--- src/multidev_regs.svh ---
/*
 * Register map, field values and timing counts of the multi-chip setup.
 * Assumes a 250 MHz core clock and 8-bit registers on the serial port.
 */
`ifndef MULTIDEV_REGS_SVH
`define MULTIDEV_REGS_SVH
// Operation
// - Master with sync pin as output drives sync pulse to slave sync inputs.
// - Master runs from crystal clock and forwards it on the clock pin.
// - Clock config 0x05: crystal, oscillator to core, clock pin driver on.
// - Clock config 0x06: core runs from external clock on clock pin.
// - Data-ready source 0x08: data-ready follows channel 1 path.
// - Data-ready source 0x00: data-ready pin never asserted.
// - Sync source 0x08: master sync output follows channel 1 path.
// - Sync source 0x40: sync driver off, pin is an input.
// - Loop read-back 0x30 gives channels 1-2, 0x70 gives channels 1-3.
// - Host writes 0x01 to main config; device then starts conversion.
// - Second-stage decimation code 0x02 means ratio 5 for all channels.
// - Third-stage code 0x02 means ratio 6, per channel from 0x22.
// - Channel shutdown 0x24 powers down channel 3 signal path.
// - Master routes: 0x11 is electrode 2 minus 1, 0x19 is 3 minus 1.
// - Slave routes 0x0C, 0x14, 0x1C: electrodes 1, 2, 3 against 4.
// - Common-mode detector 0x07 senses electrodes 1, 2 and 3.
// - Right-leg-drive route 0x04 ties the amplifier to electrode 4.
// - Terminal buffer routes 0x01..0x03 attach buffers to electrodes 1..3.
// - After start all devices convert in step, paced by sync.

// Register offsets
`define ADDR_MAIN_CONFIG 7'h00
`define ADDR_CH1_ROUTE 7'h01
`define ADDR_CH2_ROUTE 7'h02
`define ADDR_CH3_ROUTE 7'h03
`define ADDR_CMD_ENABLE 7'h0A
`define ADDR_LEG_DRIVE_ROUTE 7'h0C
`define ADDR_BUF1_ROUTE 7'h0D
`define ADDR_BUF2_ROUTE 7'h0E
`define ADDR_BUF3_ROUTE 7'h0F
`define ADDR_CLK_CONFIG 7'h12
`define ADDR_CH_SHUTDOWN 7'h14
`define ADDR_STAGE2_DECIM 7'h21
`define ADDR_STAGE3_DECIM1 7'h22
`define ADDR_STAGE3_DECIM3 7'h24
`define ADDR_DRDY_SOURCE 7'h27
`define ADDR_SYNC_SOURCE 7'h28
`define ADDR_LOOP_ENABLE 7'h2F
`define ADDR_STATUS 7'h31
`define ADDR_LOOP_DATA 7'h50
`define REG_SPACE 48
`define REG_RESET 8'h00

// Field positions
`define MAIN_START_BIT 0
`define CLK_PIN_EN_BIT 0
`define CLK_EXT_SEL_BIT 1
`define CLK_XTAL_EN_BIT 2
`define SRC_CH1_BIT 3
`define SYNC_INPUT_BIT 6
`define LOOP_CH1_BIT 4
`define SPI_READ_BIT 7

// Decimation codes and ratios
`define R1_RATIO 8'h04
`define STAGE2_CODE_4 8'h01
`define STAGE2_CODE_5 8'h02
`define STAGE2_CODE_6 8'h04
`define STAGE2_CODE_8 8'h08
`define STAGE3_CODE_4 8'h01
`define STAGE3_CODE_6 8'h02
`define STAGE3_CODE_8 8'h04
`define STAGE3_CODE_12 8'h08

// Timing
`define MCLK_MHZ 250
`define SYNC_PULSE_NS 500
`define SYNC_PULSE_CYC ((`SYNC_PULSE_NS * `MCLK_MHZ + 999) / 1000)
`endif

--- src/multidev_pkg.sv ---
/*
 * Types shared by the multi-chip setup block.
 * Assumes the constants of multidev_regs.svh.
 */
package multidev_pkg;
	typedef enum logic {SPI_CMD, SPI_DATA} spi_phase_e;
	typedef logic [7:0] byte_t;
	typedef struct packed {
		byte_t c1;
		byte_t c2;
		byte_t c3;
		logic strobe;
		byte_t count;
	} decim_state_s;
endpackage : multidev_pkg

--- src/pin_sync.sv ---
/*
 * Two-flop synchroniser for a group of pin levels.
 * Assumes inputs are asynchronous to mclk_i.
 */
`timescale 1ns/1ps
module pin_sync #(
	parameter int WIDTH = 1
) (
	// Clock and reset
	input wire logic mclk_i,
	input wire logic srst_i,
	// Levels
	input wire logic [WIDTH-1:0] async_i,
	output logic [WIDTH-1:0] sync_o
);
	typedef struct packed {
		logic [WIDTH-1:0] first;
		logic [WIDTH-1:0] second;
	} sync_state_s;
	sync_state_s st_r;
	sync_state_s st_nxt;

	always_comb begin
		st_nxt.first = async_i;
		st_nxt.second = st_r.first;
	end

	always_ff @(posedge mclk_i) begin
		if (srst_i) begin
			st_r <= '0;
		end else begin
			st_r <= st_nxt;
		end
	end

	assign sync_o = st_r.second;
endmodule : pin_sync

--- src/decim_chain.sv ---
/*
 * Three-stage decimation counter of one channel; strobes once per sample.
 * Assumes tick_i is a one-cycle pulse per core clock period.
 */
`timescale 1ns/1ps
`include "multidev_regs.svh"
module decim_chain (
	// Clock and reset
	input wire logic mclk_i,
	input wire logic srst_i,
	// Control
	input wire logic tick_i,
	input wire logic run_i,
	input wire logic realign_i,
	input wire multidev_pkg::byte_t stage2_code_i,
	input wire multidev_pkg::byte_t stage3_code_i,
	// Samples
	output logic strobe_o,
	output multidev_pkg::byte_t count_o
);
	import multidev_pkg::*;
	decim_state_s st_r;
	decim_state_s st_nxt;
	byte_t ratio2;
	byte_t ratio3;

	always_comb begin
		case (stage2_code_i)
			`STAGE2_CODE_4: ratio2 = 8'h04;
			`STAGE2_CODE_5: ratio2 = 8'h05;
			`STAGE2_CODE_6: ratio2 = 8'h06;
			`STAGE2_CODE_8: ratio2 = 8'h08;
			default: ratio2 = 8'h04;
		endcase
		case (stage3_code_i)
			`STAGE3_CODE_4: ratio3 = 8'h04;
			`STAGE3_CODE_6: ratio3 = 8'h06;
			`STAGE3_CODE_8: ratio3 = 8'h08;
			`STAGE3_CODE_12: ratio3 = 8'h0C;
			default: ratio3 = 8'h04;
		endcase
	end

	always_comb begin
		st_nxt = st_r;
		st_nxt.strobe = 1'b0;
		if (!run_i || realign_i) begin
			st_nxt.c1 = 8'h00;
			st_nxt.c2 = 8'h00;
			st_nxt.c3 = 8'h00;
		end else if (tick_i) begin
			st_nxt.c1 = st_r.c1 + 8'h01;
			if (st_r.c1 >= `R1_RATIO - 8'h01) begin
				st_nxt.c1 = 8'h00;
				st_nxt.c2 = st_r.c2 + 8'h01;
				if (st_r.c2 >= ratio2 - 8'h01) begin
					st_nxt.c2 = 8'h00;
					st_nxt.c3 = st_r.c3 + 8'h01;
					if (st_r.c3 >= ratio3 - 8'h01) begin
						st_nxt.c3 = 8'h00;
						st_nxt.strobe = 1'b1;
						st_nxt.count = st_r.count + 8'h01;
					end
				end
			end
		end
	end

	always_ff @(posedge mclk_i) begin
		if (srst_i) begin
			st_r <= '0;
		end else begin
			st_r <= st_nxt;
		end
	end

	assign strobe_o = st_r.strobe;
	assign count_o = st_r.count;
endmodule : decim_chain

--- src/multidev_sync.sv ---
/*
 * Front-end digital core for multi-chip setups: serial register port,
 * clock sourcing and forwarding, sync pulse out or in, data-ready pin,
 * per-channel decimation, analog routing fields and loop read-back.
 * Assumes serial port, crystal and peer pins are asynchronous to mclk_i
 * and that the serial clock is well below mclk_i / 4.
 */
`timescale 1ns/1ps
`include "multidev_regs.svh"
module multidev_sync (
	// Clock and reset
	input wire logic mclk_i,
	input wire logic srst_i,
	// Serial register port
	input wire logic chip_select_n_i,
	input wire logic sclk_i,
	input wire logic sdi_i,
	output logic sdo_o,
	output logic sdo_oe_o,
	// Clock sources and shared clock pin
	input wire logic crystal_pin_a_i,
	input wire logic clk_pin_i,
	output logic clk_pin_o,
	output logic clk_pin_oe_o,
	// Shared sync pin
	input wire logic sync_pulse_pin_n_i,
	output logic sync_pulse_pin_n_o,
	output logic sync_pulse_pin_n_oe_o,
	// Data-ready pin
	output logic sample_ready_pin_n_o,
	// Channel routing
	output logic [2:0] ch1_positive_channel_input_o,
	output logic [2:0] ch1_negative_channel_input_o,
	output logic [2:0] ch2_positive_channel_input_o,
	output logic [2:0] ch2_negative_channel_input_o,
	output logic [2:0] ch3_positive_channel_input_o,
	output logic [2:0] ch3_negative_channel_input_o,
	// Analog support routing
	output logic [2:0] cmd_enable_o,
	output logic [3:0] right_leg_drive_route_o,
	output logic [2:0] buf1_route_o,
	output logic [2:0] buf2_route_o,
	output logic [2:0] buf3_route_o,
	output logic [2:0] channel_power_o
);
	import multidev_pkg::*;

	typedef struct packed {
		logic [`REG_SPACE-1:0][7:0] regs;
		spi_phase_e phase;
		logic rd;
		logic [6:0] addr;
		byte_t shin;
		logic [2:0] bitc;
		byte_t shout;
		logic sclk_q;
		logic cs_q;
		logic clk_q;
		logic sync_q;
		logic tick;
		logic realign;
		logic [1:0] loop_ch;
		byte_t sync_cnt;
		logic sdo;
		logic sdo_oe;
		logic drdy_n;
		logic sync_out_n;
		logic sync_oe;
		logic clk_out;
		logic clk_oe;
		logic [2:0] power;
	} top_state_s;

	top_state_s st_r;
	top_state_s st_nxt;

	// ****************************************
	// Pin synchronisers
	// ****************************************
	logic [5:0] pins;
	logic cs_n;
	logic sclk;
	logic sdi;
	logic xtal;
	logic clk_in;
	logic sync_in_n;

	pin_sync #(.WIDTH(6)) u_pins (
		.mclk_i(mclk_i),
		.srst_i(srst_i),
		.async_i({chip_select_n_i, sclk_i, sdi_i, crystal_pin_a_i,
			clk_pin_i, sync_pulse_pin_n_i}),
		.sync_o(pins)
	);

	assign cs_n = pins[5];
	assign sclk = pins[4];
	assign sdi = pins[3];
	assign xtal = pins[2];
	assign clk_in = pins[1];
	assign sync_in_n = pins[0];

	// ****************************************
	// Register fields
	// ****************************************
	byte_t clk_cfg;
	byte_t shutdown;
	byte_t drdy_src;
	byte_t sync_src;
	byte_t loop_en;
	logic running;
	logic sync_is_input;
	logic [2:0] ch_on;
	logic [2:0] strobe;
	byte_t count [3];

	assign clk_cfg = st_r.regs[`ADDR_CLK_CONFIG];
	assign shutdown = st_r.regs[`ADDR_CH_SHUTDOWN];
	assign drdy_src = st_r.regs[`ADDR_DRDY_SOURCE];
	assign sync_src = st_r.regs[`ADDR_SYNC_SOURCE];
	assign loop_en = st_r.regs[`ADDR_LOOP_ENABLE];
	assign running = st_r.regs[`ADDR_MAIN_CONFIG][`MAIN_START_BIT];
	assign sync_is_input = sync_src[`SYNC_INPUT_BIT];

	// ****************************************
	// Decimation per channel
	// ****************************************
	genvar gi;
	generate
		for (gi = 0; gi < 3; gi++) begin : g_ch
			assign ch_on[gi] = !(shutdown[gi] || shutdown[gi+3]);
			decim_chain u_decim (
				.mclk_i(mclk_i),
				.srst_i(srst_i),
				.tick_i(st_r.tick),
				.run_i(running && ch_on[gi]),
				.realign_i(st_r.realign),
				.stage2_code_i(st_r.regs[`ADDR_STAGE2_DECIM]),
				.stage3_code_i(st_r.regs[`ADDR_STAGE3_DECIM1 + gi]),
				.strobe_o(strobe[gi]),
				.count_o(count[gi])
			);
		end
	endgenerate

	// ****************************************
	// Helpers
	// ****************************************
	function automatic logic mapped(input logic [6:0] a);
		case (a)
			`ADDR_MAIN_CONFIG, `ADDR_CH1_ROUTE, `ADDR_CH2_ROUTE,
			`ADDR_CH3_ROUTE, `ADDR_CMD_ENABLE, `ADDR_LEG_DRIVE_ROUTE,
			`ADDR_BUF1_ROUTE, `ADDR_BUF2_ROUTE, `ADDR_BUF3_ROUTE,
			`ADDR_CLK_CONFIG, `ADDR_CH_SHUTDOWN, `ADDR_STAGE2_DECIM,
			`ADDR_STAGE3_DECIM1, `ADDR_STAGE3_DECIM1 + 7'h01, `ADDR_STAGE3_DECIM3,
			`ADDR_DRDY_SOURCE, `ADDR_SYNC_SOURCE,
			`ADDR_LOOP_ENABLE: mapped = 1'b1;
			default: mapped = 1'b0;
		endcase
	endfunction : mapped

	// Next enabled loop channel after cur, wrapping
	function automatic logic [1:0] loop_next(input logic [1:0] cur,
		input logic [2:0] en);
		logic [1:0] n;
		n = cur;
		for (int k = 0; k < 3; k++) begin
			n = (n == 2'd2) ? 2'd0 : n + 2'd1;
			if (en[n]) begin
				return n;
			end
		end
		return cur;
	endfunction : loop_next

	// Selected core clock level
	logic core_clk;
	always_comb begin
		if (clk_cfg[`CLK_EXT_SEL_BIT]) begin
			core_clk = clk_in;
		end else begin
			core_clk = xtal && clk_cfg[`CLK_XTAL_EN_BIT];
		end
	end

	// Read data for an address
	logic [2:0] loop_mask;
	assign loop_mask = loop_en[`LOOP_CH1_BIT +: 3];
	function automatic byte_t rd_data(input top_state_s s,
		input logic [6:0] a, input logic run, input byte_t c0,
		input byte_t c1, input byte_t c2);
		byte_t v;
		v = 8'h00;
		if (a == `ADDR_STATUS) begin
			v = {5'h00, s.sync_oe, !s.drdy_n, run};
		end else if (a == `ADDR_LOOP_DATA) begin
			case (s.loop_ch)
				2'd0: v = c0;
				2'd1: v = c1;
				default: v = c2;
			endcase
		end else if (mapped(a)) begin
			v = s.regs[a[5:0]];
		end
		return v;
	endfunction : rd_data

	// ****************************************
	// Next state
	// ****************************************
	logic byte_done;
	byte_t rx_byte;
	logic [6:0] rw_addr;
	logic cs_fall;

	always_comb begin
		st_nxt = st_r;
		rx_byte = {st_r.shin[6:0], sdi};
		byte_done = 1'b0;
		rw_addr = st_r.addr;
		cs_fall = st_r.cs_q && !cs_n;
		st_nxt.sclk_q = sclk;
		st_nxt.cs_q = cs_n;
		st_nxt.clk_q = core_clk;
		st_nxt.sync_q = sync_in_n;

		// Core tick on rising edge of the selected clock
		st_nxt.tick = core_clk && !st_r.clk_q;

		// Clock pin forwarding
		st_nxt.clk_out = xtal;
		st_nxt.clk_oe = clk_cfg[`CLK_PIN_EN_BIT] && !clk_cfg[`CLK_EXT_SEL_BIT];

		// Serial port
		if (cs_n) begin
			st_nxt.phase = SPI_CMD;
			st_nxt.bitc = 3'd0;
			st_nxt.sdo_oe = 1'b0;
			st_nxt.sdo = 1'b0;
		end else if (cs_fall) begin
			st_nxt.phase = SPI_CMD;
			st_nxt.bitc = 3'd0;
		end else if (sclk && !st_r.sclk_q) begin
			st_nxt.shin = rx_byte;
			st_nxt.bitc = st_r.bitc + 3'd1;
			byte_done = (st_r.bitc == 3'd7);
		end else if (!sclk && st_r.sclk_q && st_r.phase == SPI_DATA) begin
			st_nxt.sdo = st_r.shout[7];
			st_nxt.shout = {st_r.shout[6:0], 1'b0};
			st_nxt.sdo_oe = st_r.rd;
		end

		if (byte_done) begin
			case (st_r.phase)
				SPI_CMD: begin
					st_nxt.rd = rx_byte[`SPI_READ_BIT];
					st_nxt.addr = rx_byte[6:0];
					rw_addr = rx_byte[6:0];
					st_nxt.phase = SPI_DATA;
				end
				SPI_DATA: begin
					if (!st_r.rd && mapped(st_r.addr)) begin
						st_nxt.regs[st_r.addr[5:0]] = rx_byte;
					end
					if (st_r.addr != `ADDR_LOOP_DATA) begin
						rw_addr = st_r.addr + 7'h01;
					end
					st_nxt.addr = rw_addr;
				end
				default: st_nxt.phase = SPI_CMD;
			endcase
			if (rx_byte[`SPI_READ_BIT] || st_r.rd) begin
				st_nxt.shout = rd_data(st_r, rw_addr, running,
					count[0], count[1], count[2]);
				if (rw_addr == `ADDR_LOOP_DATA && st_r.phase == SPI_DATA) begin
					st_nxt.loop_ch = loop_next(st_r.loop_ch, loop_mask);
				end
			end
		end
		if (cs_fall) begin
			st_nxt.loop_ch = loop_next(2'd2, loop_mask);
		end

		// Channel power flop tracks the shutdown register
		st_nxt.power = ~(st_nxt.regs[`ADDR_CH_SHUTDOWN][2:0]
			| st_nxt.regs[`ADDR_CH_SHUTDOWN][5:3]);

		// Data-ready pin: set by source channel, released by next frame
		if (cs_fall) begin
			st_nxt.drdy_n = 1'b1;
		end
		if (|(strobe & drdy_src[`SRC_CH1_BIT +: 3])) begin
			st_nxt.drdy_n = 1'b0;
		end

		// Sync pin driven by master, realign from pin on slave
		st_nxt.sync_oe = !sync_is_input && |sync_src[`SRC_CH1_BIT +: 3];
		st_nxt.realign = 1'b0;
		if (st_r.sync_cnt != 8'h00) begin
			st_nxt.sync_cnt = st_r.sync_cnt - 8'h01;
		end
		if (st_nxt.sync_oe && |(strobe & sync_src[`SRC_CH1_BIT +: 3])) begin
			st_nxt.sync_cnt = 8'(`SYNC_PULSE_CYC);
		end
		st_nxt.sync_out_n = (st_nxt.sync_cnt == 8'h00);
		if (sync_is_input && running && st_r.sync_q && !sync_in_n) begin
			st_nxt.realign = 1'b1;
		end
	end

	// ****************************************
	// State register
	// ****************************************
	always_ff @(posedge mclk_i) begin
		if (srst_i) begin
			st_r <= '0;
			st_r.regs <= {`REG_SPACE{`REG_RESET}};
			st_r.phase <= SPI_CMD;
			st_r.sclk_q <= 1'b0;
			// Edge detectors start at the synchroniser's reset level
			st_r.cs_q <= 1'b0;
			st_r.sync_q <= 1'b0;
			st_r.power <= 3'h7;
			st_r.drdy_n <= 1'b1;
			st_r.sync_out_n <= 1'b1;
		end else begin
			st_r <= st_nxt;
		end
	end

	// ****************************************
	// Outputs
	// ****************************************
	assign sdo_o = st_r.sdo;
	assign sdo_oe_o = st_r.sdo_oe;
	assign clk_pin_o = st_r.clk_out;
	assign clk_pin_oe_o = st_r.clk_oe;
	assign sync_pulse_pin_n_o = st_r.sync_out_n;
	assign sync_pulse_pin_n_oe_o = st_r.sync_oe;
	assign sample_ready_pin_n_o = st_r.drdy_n;
	assign ch1_positive_channel_input_o = st_r.regs[`ADDR_CH1_ROUTE][5:3];
	assign ch1_negative_channel_input_o = st_r.regs[`ADDR_CH1_ROUTE][2:0];
	assign ch2_positive_channel_input_o = st_r.regs[`ADDR_CH2_ROUTE][5:3];
	assign ch2_negative_channel_input_o = st_r.regs[`ADDR_CH2_ROUTE][2:0];
	assign ch3_positive_channel_input_o = st_r.regs[`ADDR_CH3_ROUTE][5:3];
	assign ch3_negative_channel_input_o = st_r.regs[`ADDR_CH3_ROUTE][2:0];
	assign cmd_enable_o = st_r.regs[`ADDR_CMD_ENABLE][2:0];
	assign right_leg_drive_route_o = st_r.regs[`ADDR_LEG_DRIVE_ROUTE][3:0];
	assign buf1_route_o = st_r.regs[`ADDR_BUF1_ROUTE][2:0];
	assign buf2_route_o = st_r.regs[`ADDR_BUF2_ROUTE][2:0];
	assign buf3_route_o = st_r.regs[`ADDR_BUF3_ROUTE][2:0];
	assign channel_power_o = st_r.power;
endmodule : multidev_sync

--- config.mk ---
export PLATFORM = sky130hd
export DESIGN_NAME = multidev_sync
export DESIGN_NICKNAME = d
export VERILOG_FILES = /design/src/multidev_pkg.sv /design/src/pin_sync.sv /design/src/decim_chain.sv /design/src/multidev_sync.sv
export VERILOG_INCLUDE_DIRS = /design/src
export SDC_FILE = /design/constraint.sdc
export NUM_CORES = 1
export LEC_CHECK = 0
export BUFFER_PORTS_ARGS = -buffer_cell sky130_fd_sc_hd__buf_2
export CORE_ASPECT_RATIO = 0.5
export CORE_UTILIZATION = 60
export CTS_BUF_LIST = sky130_fd_sc_hd__clkbuf_2
export DETAILED_ROUTE_END_ITERATION = 8
export PLACE_DENSITY = 0.77
export SETUP_SLACK_MARGIN = 0.2
export SLEW_MARGIN = 20
export SYNTH_ARGS = -nofsm -noshare
export SYNTH_HDL_FRONTEND = slang
export SYNTH_SLANG_ARGS = --single-unit
--- constraint.sdc ---
create_clock -name mclk_i -period 4.6 [get_ports mclk_i]
set_input_delay 0.92 -clock mclk_i [delete_from_list [all_inputs] [get_ports mclk_i]]
set_output_delay 0.92 -clock mclk_i [all_outputs]
set_load 0.02 [all_outputs]
==> run_results.csv, run 1 <==
group,metric,value,unit
status,status,"completed",
floorplan,die_x,296.4,um
global_routing,grt_pass1_wl,120.1,mm
power,ir_worst_vdd,0.1645,mV
power,power.leakage,10.28,nW
clock_network,ctsResizeCount,0,
clock_network,cts-buffers-inserted,115,
setup_path,end_kind,"flop",
setup_path,crit_start,"st_r[45]",
placement,pre_cts_slack,1103,ps
sta,setup-tns-final,0,ps
placement,place_inst,3619,
synth,yosysWarnings,0,
sta,setup_viol,0,
sta,drv_slew,0,
floorplan,core,0.04237,mm^2
clock_network,cts_max_path_buffers,3,
placement,hpwl,48.87,mm
floorplan,die_area,0.04423,mm^2
synth,syn_area_per_cell,8.071,um^2
global_routing,grt_pass1_vias,21336,
route,dr_total_vias,23760,
placement,dpl-instance-area,0.02619,mm^2
worst_hold_path,worstHoldStart,"srst_i",
worst_hold_path,hp-class,"in -> reg",
setup_path,r2r_start,"st_r[45]",
power,power_frac_seq,0.580,
floorplan,die_h,149.2,um
sta,finalClockSkew,114.7,ps
setup_path,critPathRequiredTime,5650,ps
sta,holdWs,232.6,ps
setup_path,cp_max_fo,92,
placement,portBuffers,51,
job,cap_violations,0,
sta,postLayoutSetupSlackWorst,938.5,ps
power,power,8.201,mW
final_layout,layout-drive-gt1-share,0.1160,
clock_network,holdBufCountCts,6,
final_layout,final_nets,3223,
clock_network,cts_tree,"done",
synth,netlist_instances,3222,
route,viasPerCell,6.207,
final_layout,final_cell_mix,"579 x nand2_1, 533 x dfxtp_1, 339 x nor2_1",
setup_path,worstPathArrival,4720,ps
global_routing,grt_max_degree,199,
route,first_iter_violations,2982,
power,p_sw,2.252,mW
power,p_int,5.949,mW
final_layout,fillCellCount,3700,
global_routing,overflow,0,
route,wl_per_cell,20.34,um
synth,yosys_register_bits,541,
global_routing,antenna_found_initial,2,
power,clockPowerShare,0.363,
route,postRouteAntennaNets,0,
route,dr.pass1.iters,6,
final_layout,final_common_cell,"nand2_1",
synth,synth_ff_type,"dfxtp_1",
sta,rsz0062_at_grt,"false",
final_layout,post-route-util,0.6436,
sta,min_period,3662,ps
final_layout,area_growth,4.884,%
clock_network,postCtsSetupBuffers,0,
power,power_frac_comb,0.057,
clock_network,clkTransAtPathRegs,140,ps
floorplan,start_util,0.6137,
clock_network,htree_num_levels,3,
clock_network,root_buffer,"clkbuf_2",
synth,synthDistinctLibCells,82,
setup_path,crit_type,"reg -> reg",
setup_path,critPathLaunchType,"flop",
clock_network,clk_latency,1180,ps
route,drc,0,
floorplan,rows,53,
final_layout,final_cell_area,0.02727,mm^2
sta,final.period_utilization,0.7960,
power,p_sw_frac,0.2746,
sta,slew_headroom,0.2745,
sta,tightestPinTransition,1085,ps
floorplan,ios,52,
sta,fmax,0.2731,GHz
clock_network,cts_sinks,541,
sta,hold_viol_final,0,
synth,synthArstFlopShare,0,
placement,place.gp.congestion,1.037,
global_routing,grt_use_total,0.3463,
synth,ys_seq_area_frac,0.4165,
power,power_density,300.7,mW/mm^2
route,drt-total-wl,77.88,mm
final_layout,instances_no_fill,3828,
synth,syn_area,0.02600,mm^2
synth,synth_edf_count,0,
-- critical path, stage by stage (launching register included) --
cell       delay [ps]
dfxtp_1           590
inv_1             180
ha_1              230
nand4bb_1         160
nor3_1             70
o31a_2            380
buf_12            210
ha_1              360
or3_1             380
mux2i_1           140
a21oi_1           110
and4_1            260
and2_1            210
a31o_2            200
-- synth_stat cells, types with 14 or more instances --
cell type  number  area, um^2
a211oi_1       16       120.1
a21oi_1       267        1336
a311oi_1       16       140.1
a31oi_1        37       231.5
a32oi_1        14       122.6
and3_1         28       175.2
buf_1          17       63.81
buf_2          56       280.3
buf_4          39       292.8
clkbuf_1      168       630.6
dfxtp_1       541       10830
ha_1           50       625.6
inv_1          29       108.9
mux2i_1       233        2332
nand2_1       580        2177
nand2b_1       16       100.1
nand3_1       138       690.7
nand4_1        22       137.6
nor2_1        339        1272
nor2_2         15       93.84
nor2b_1        23       143.9
nor3_1         40       200.2
o21ai_0       249        1246
o21ai_1        14       70.07
xnor2_1        45       394.1
xor2_1         27       236.5
-- cell families after synthesis --
| kind of cell | count (synthesis) | synth area share |
|---|---|---|
| muxes | 248 | 0.09898 |
| other | 1 | 0.0001442 |
| adders and majority gates | 50 | 0.02406 |
| buffers and inverters | 317 | 0.05596 |
| and+or+nand+nor | 1300 | 0.2282 |
| DFF | 541 | 0.4165 |
| xor gates and xnor gates | 72 | 0.02425 |
| AOI/OAI and AO/OA | 693 | 0.1519 |
-- cell type report --
class / instances / area [um^2] / area share
multi-input combinational: 2366 / 13760 / 0.5044
sequential: 541 / 10840 / 0.3975
clock buffer: 174 / 870.8 / 0.03193
timing repair buffer: 110 / 810.8 / 0.02973
tap: 577 / 721.9 / 0.02647
clock inverter: 28 / 151.4 / 0.005551
inverter: 31 / 118.9 / 0.004358
antenna: 1 / 2.502 / 0.00009175
-- sequential cells by signal, indices dropped and copies added, names as in the netlist, 8 cells and up, named ones only --
register              count
drdy_src                  8
shutdown                  8
st_r                    337
sync_src                  8
g_ch.u_decim.count_o     24
g_ch.u_decim.st_r        72
loop_en                   8
clk_cfg                   8
-- power by group through the flow --
| stage | clock, mW | combinational [mW] | sequential (mW) |
|---|---|---|---|
| after global placement | 0 | 0.447 | 4.86 |
| after floorplan | 0 | 0.352 | 4.85 |
| final | 2.98 | 0.468 | 4.75 |
| after detailed placement | 0 | 0.453 | 4.86 |
| after CTS | 2.99 | 0.460 | 4.75 |
| after global routing | 3.24 | 0.510 | 4.76 |
-- metal layers --
| metal | vias up | wire (um) | global-route usage |
|---|---|---|---|
| li1 | 10993 | - | - |
| met1 | 11239 | 33790 | 0.4990 |
| met2 | 1349 | 32630 | 0.4904 |
| met3 | 179 | 9703 | 0.1059 |
| met4 | 0 | 1752 | 0.1067 |
| met5 | - | 0 | 0 |
-- final timing paths --
| path | slack (ps) | to | cells past startpoint |
|---|---|---|---|
| min reg2reg | 400 | st_r[21] | 1 |
| max reg2reg | 940 | st_r[31] | 13 |
| max | 940 | st_r[31] | 13 |
| min | 230 | u_pins.st_nxt[5] | 2 |
Power figures use the tool's default switching activity.
==> run 2, diff against run 1 <==
--- a/config.mk
+++ b/config.mk
@@ -6,6 +6,7 @@
 export SDC_FILE = /design/constraint.sdc
 export NUM_CORES = 1
 export LEC_CHECK = 0
+export ABC_AREA = 1
 export BUFFER_PORTS_ARGS = -buffer_cell sky130_fd_sc_hd__buf_2
 export CORE_ASPECT_RATIO = 0.5
 export CORE_UTILIZATION = 60
==> constraint.sdc (replaced) <==
create_clock -name mclk_i -period 3.8 [get_ports mclk_i]
set_input_delay 0.76 -clock mclk_i [delete_from_list [all_inputs] [get_ports mclk_i]]
set_output_delay 0.76 -clock mclk_i [all_outputs]
set_load 0.02 [all_outputs]
==> run 2 against run 1 <==
  * Non-clock buffer count decreased by 13
  * Clock power increased by 24%
  * Total power increased by 28%
  * Critical path depth increased by 2
  * Worst hold slack improved by 160 ps
  * Clock skew decreased by 7.5 ps
  * Register-to-register slack got worse by 560 ps
  * Combinational power increased by 110%
  * Via count increased by 4.3%
  * First-iteration DRC count increased by 17%
  * Synthesized area increased by 0.89%
  * Critical endpoint is now st_r[29]
  * Largest power group unchanged
==> run_results.csv, run 2 <==
group,metric,value,unit
setup_path,r2r_slack,380,ps
final_layout,fillCellCount,3932,
setup_path,worstPathArrival,4480,ps
synth,synth_top_cell_by_area,"dfxtp_1",
synth,synth_compound_area_frac,0.2062,
placement,place.gp.congestion,0.9947,
status,status,"completed",
clock_network,cts_tree,"done",
worst_hold_path,min_to,"u_pins.sync_o[2]",
global_routing,grt_use_total,0.3348,
clock_network,clk_latency,1160,ps
global_routing,grt_pass1_vias,21867,
setup_path,r2r_start,"st_r[53]",
synth,ys_seq_area_frac,0.4189,
floorplan,rows,53,
setup_path,ff2ff_path_depth,15,
final_layout,largest_reg_flops,345,
final_layout,final_nets,3749,
route,drt-total-wl,76.46,mm
route,drc,0,
worst_hold_path,hold-path-cell-count,2,
route,viasPerCell,5.687,
floorplan,die_area,0.04462,mm^2
sta,tightestPinTransition,970.5,ps
clock_network,cts_sinks,549,
route,first_iter_violations,3480,
route,postRouteAntennaNets,0,
synth,synth_top_family_by_area,"compound AO/OA/AOI/OAI gates",
synth,synth_xor_xnor_area_share,0.007010,
sta,slew_headroom,0.3462,
setup_path,crit_type,"reg -> reg",
global_routing,overflow,0,
final_layout,final_common_cell,"inv_1",
synth,synth_top_cell_area_share,0.4189,
setup_path,critPathLaunchType,"flop",
route,dr_total_vias,24784,
synth,synth_ff_type,"dfxtp_1",
final_layout,layout-drive-gt1-share,0.08704,
route,dr.pass1.iters,6,
clock_network,cts-buffers-inserted,116,
setup_path,reg2reg_to,"st_r[29]",
synth,yosys-mux-area-fraction,0,
sta,holdWs,394.3,ps
synth,syn_area_per_cell,7.000,um^2
synth,synthSimpleGateAreaFrac,0.2052,
placement,portBuffers,51,
synth,synthArstFlopShare,0,
sta,fmax,0.2923,GHz
clock_network,cts_max_path_buffers,3,
floorplan,core,0.04257,mm^2
power,power_density,381.7,mW/mm^2
synth,synthDistinctLibCells,51,
placement,pre_cts_slack,327.4,ps
synth,synth_fa_ha_area_frac,0.02384,
worst_hold_path,worstHoldStart,"u_pins.st_nxt[2]",
sta,setup_viol,0,
sta,finalClockSkew,107.1,ps
global_routing,grt_pass1_wl,118.9,mm
synth,yosys-top-cells-area,"dfxtp_1 42%, a21oi_1 9.6%, o21ai_0 8.9%",
global_routing,antenna_found_initial,1,
final_layout,area_growth,4.845,%
synth,synth_edf_count,0,
sta,rsz0062_at_grt,"false",
setup_path,critPathRequiredTime,4860,ps
job,cap_violations,0,
synth,yosysWarnings,0,
power,power.leakage,10.43,nW
sta,final.period_utilization,0.9003,
route,wl_per_cell,17.54,um
power,power,10.50,mW
power,ir_worst_vdd,0.2398,mV
synth,netlist_instances,3748,
clock_network,root_buffer,"clkbuf_2",
floorplan,ios,52,
synth,syn_area,0.02624,mm^2
placement,dpl-instance-area,0.02630,mm^2
clock_network,htree_num_levels,3,
synth,synth_common_cells,"580 x inv_1, 549 x dfxtp_1, 503 x a21oi_1",
sta,drv_slew,0,
placement,hpwl,47.77,mm
floorplan,die_x,297.7,um
worst_hold_path,hp-class,"reg -> reg",
sta,setup-tns-final,0,ps
final_layout,final_cell_mix,"580 x inv_1, 540 x dfxtp_1, 503 x a21oi_1",
setup_path,end_kind,"flop",
sta,postLayoutSetupSlackWorst,379.0,ps
final_layout,final_cell_area,0.02751,mm^2
setup_path,cp_max_fo,19,
floorplan,die_h,149.9,um
synth,yosys_register_bits,549,
clock_network,clkTransAtPathRegs,120,ps
sta,hold_viol_final,0,
floorplan,start_util,0.6163,
sta,min_period,3421,ps
global_routing,grt_max_degree,139,
final_layout,top_register,"st_r",
synth,yosysMostFrequentCell,"inv_1",
==> run 2: changes by cell type after synthesis, moves of 110 or more <==
cell and delta:
nor2_1 -116, mux2i_1 -233, a21oi_1 +236, nand3_1 +249, nand2_1 -110, inv_1 +551, o21ai_0 +218
==> run 2: worst max path at each step <==
| stage | startpoint | to | slack [ps] | depth (start not counted) |
|---|---|---|---|---|
| after floorplan | st_r[325] | g_ch[0].u_decim.count_o[7] | 860 | 17 |
| after global placement | st_r[325] | g_ch[0].u_decim.count_o[7] | 390 | 17 |
| after detailed placement | st_r[325] | g_ch[0].u_decim.count_o[7] | 330 | 17 |
| after CTS | st_r[322] | g_ch[0].u_decim.count_o[7] | 250 | 17 |
| after global routing | st_r[322] | g_ch[1].u_decim.count_o[7] | 210 | 18 |
| final | st_r[53] | st_r[29] | 380 | 15 |
==> run 2: per-stage QoR <==
stage | cells | util
after floorplan | 3750 | -
after global placement | 4141 | 0.6178
after detailed placement | 4141 | 0.6178
after CTS | 4355 | 0.6441
after global routing | 4358 | 0.6461
final | 4358 | 0.6461
==> run 2: repair_timing <==
item                                   CTS  global route
setup endpoints to repair                0            20
gates resized for setup                  0            12
buffers inserted                         0             0
hold buffers                             7             0
endpoints found under the hold margin    7             0
==> run 2: worst max-delay path, cell delays in order (launching register included) <==
cell	delay, ps
dfxtp_1	730
buf_4	290
nand3_1	140
o21ai_4	250
inv_2	110
nand2_4	220
inv_2	260
nand2_1	200
nand2_1	100
nor2_2	240
nand2_1	130
nand3_1	150
nand3_1	200
nand2_1	120
nand2_1	50
a21oi_1	130
==> run 2: area by class of cell <==
type / instances / area, um^2 / area share
Antenna cell: 1 / 2.502 / 0.00009097
Clock buffer: 171 / 855.8 / 0.03111
Clock inverter: 36 / 192.7 / 0.007005
Inverter: 596 / 2246 / 0.08165
Multi-Input combinational cell: 2331 / 11730 / 0.4263
Sequential cell: 549 / 11000 / 0.4000
Tap cell: 577 / 721.9 / 0.02625
Timing Repair Buffer: 97 / 759.5 / 0.02761
==> run 2: cell families after synthesis <==
kind of cell / after synthesis
compound gates: 1044
xor+xnor: 21
fa+ha+maj: 50
buf+inv: 872
flops: 549
other cells: 1
simple gates: 1211
==> run 2: layer usage <==
layer | share of wire | global-route usage | vias to the layer above | wire length, um
met5 | 0 | 0 | - | 0
met4 | 0.025 | 0.1021 | 0 | 1937
met1 | 0.44 | 0.4757 | 11208 | 33610
met2 | 0.42 | 0.4986 | 1244 | 31880
li1 | - | - | 12140 | -
met3 | 0.12 | 0.08203 | 192 | 9035
==> run 2: report_power, final <==
group          leakage (nW)  switching, mW  total (mW)  internal, mW
logic                  5.19          0.699       0.987         0.289
registers              4.43         0.0301        5.83          5.80
clock network         0.807           2.35        3.69          1.33
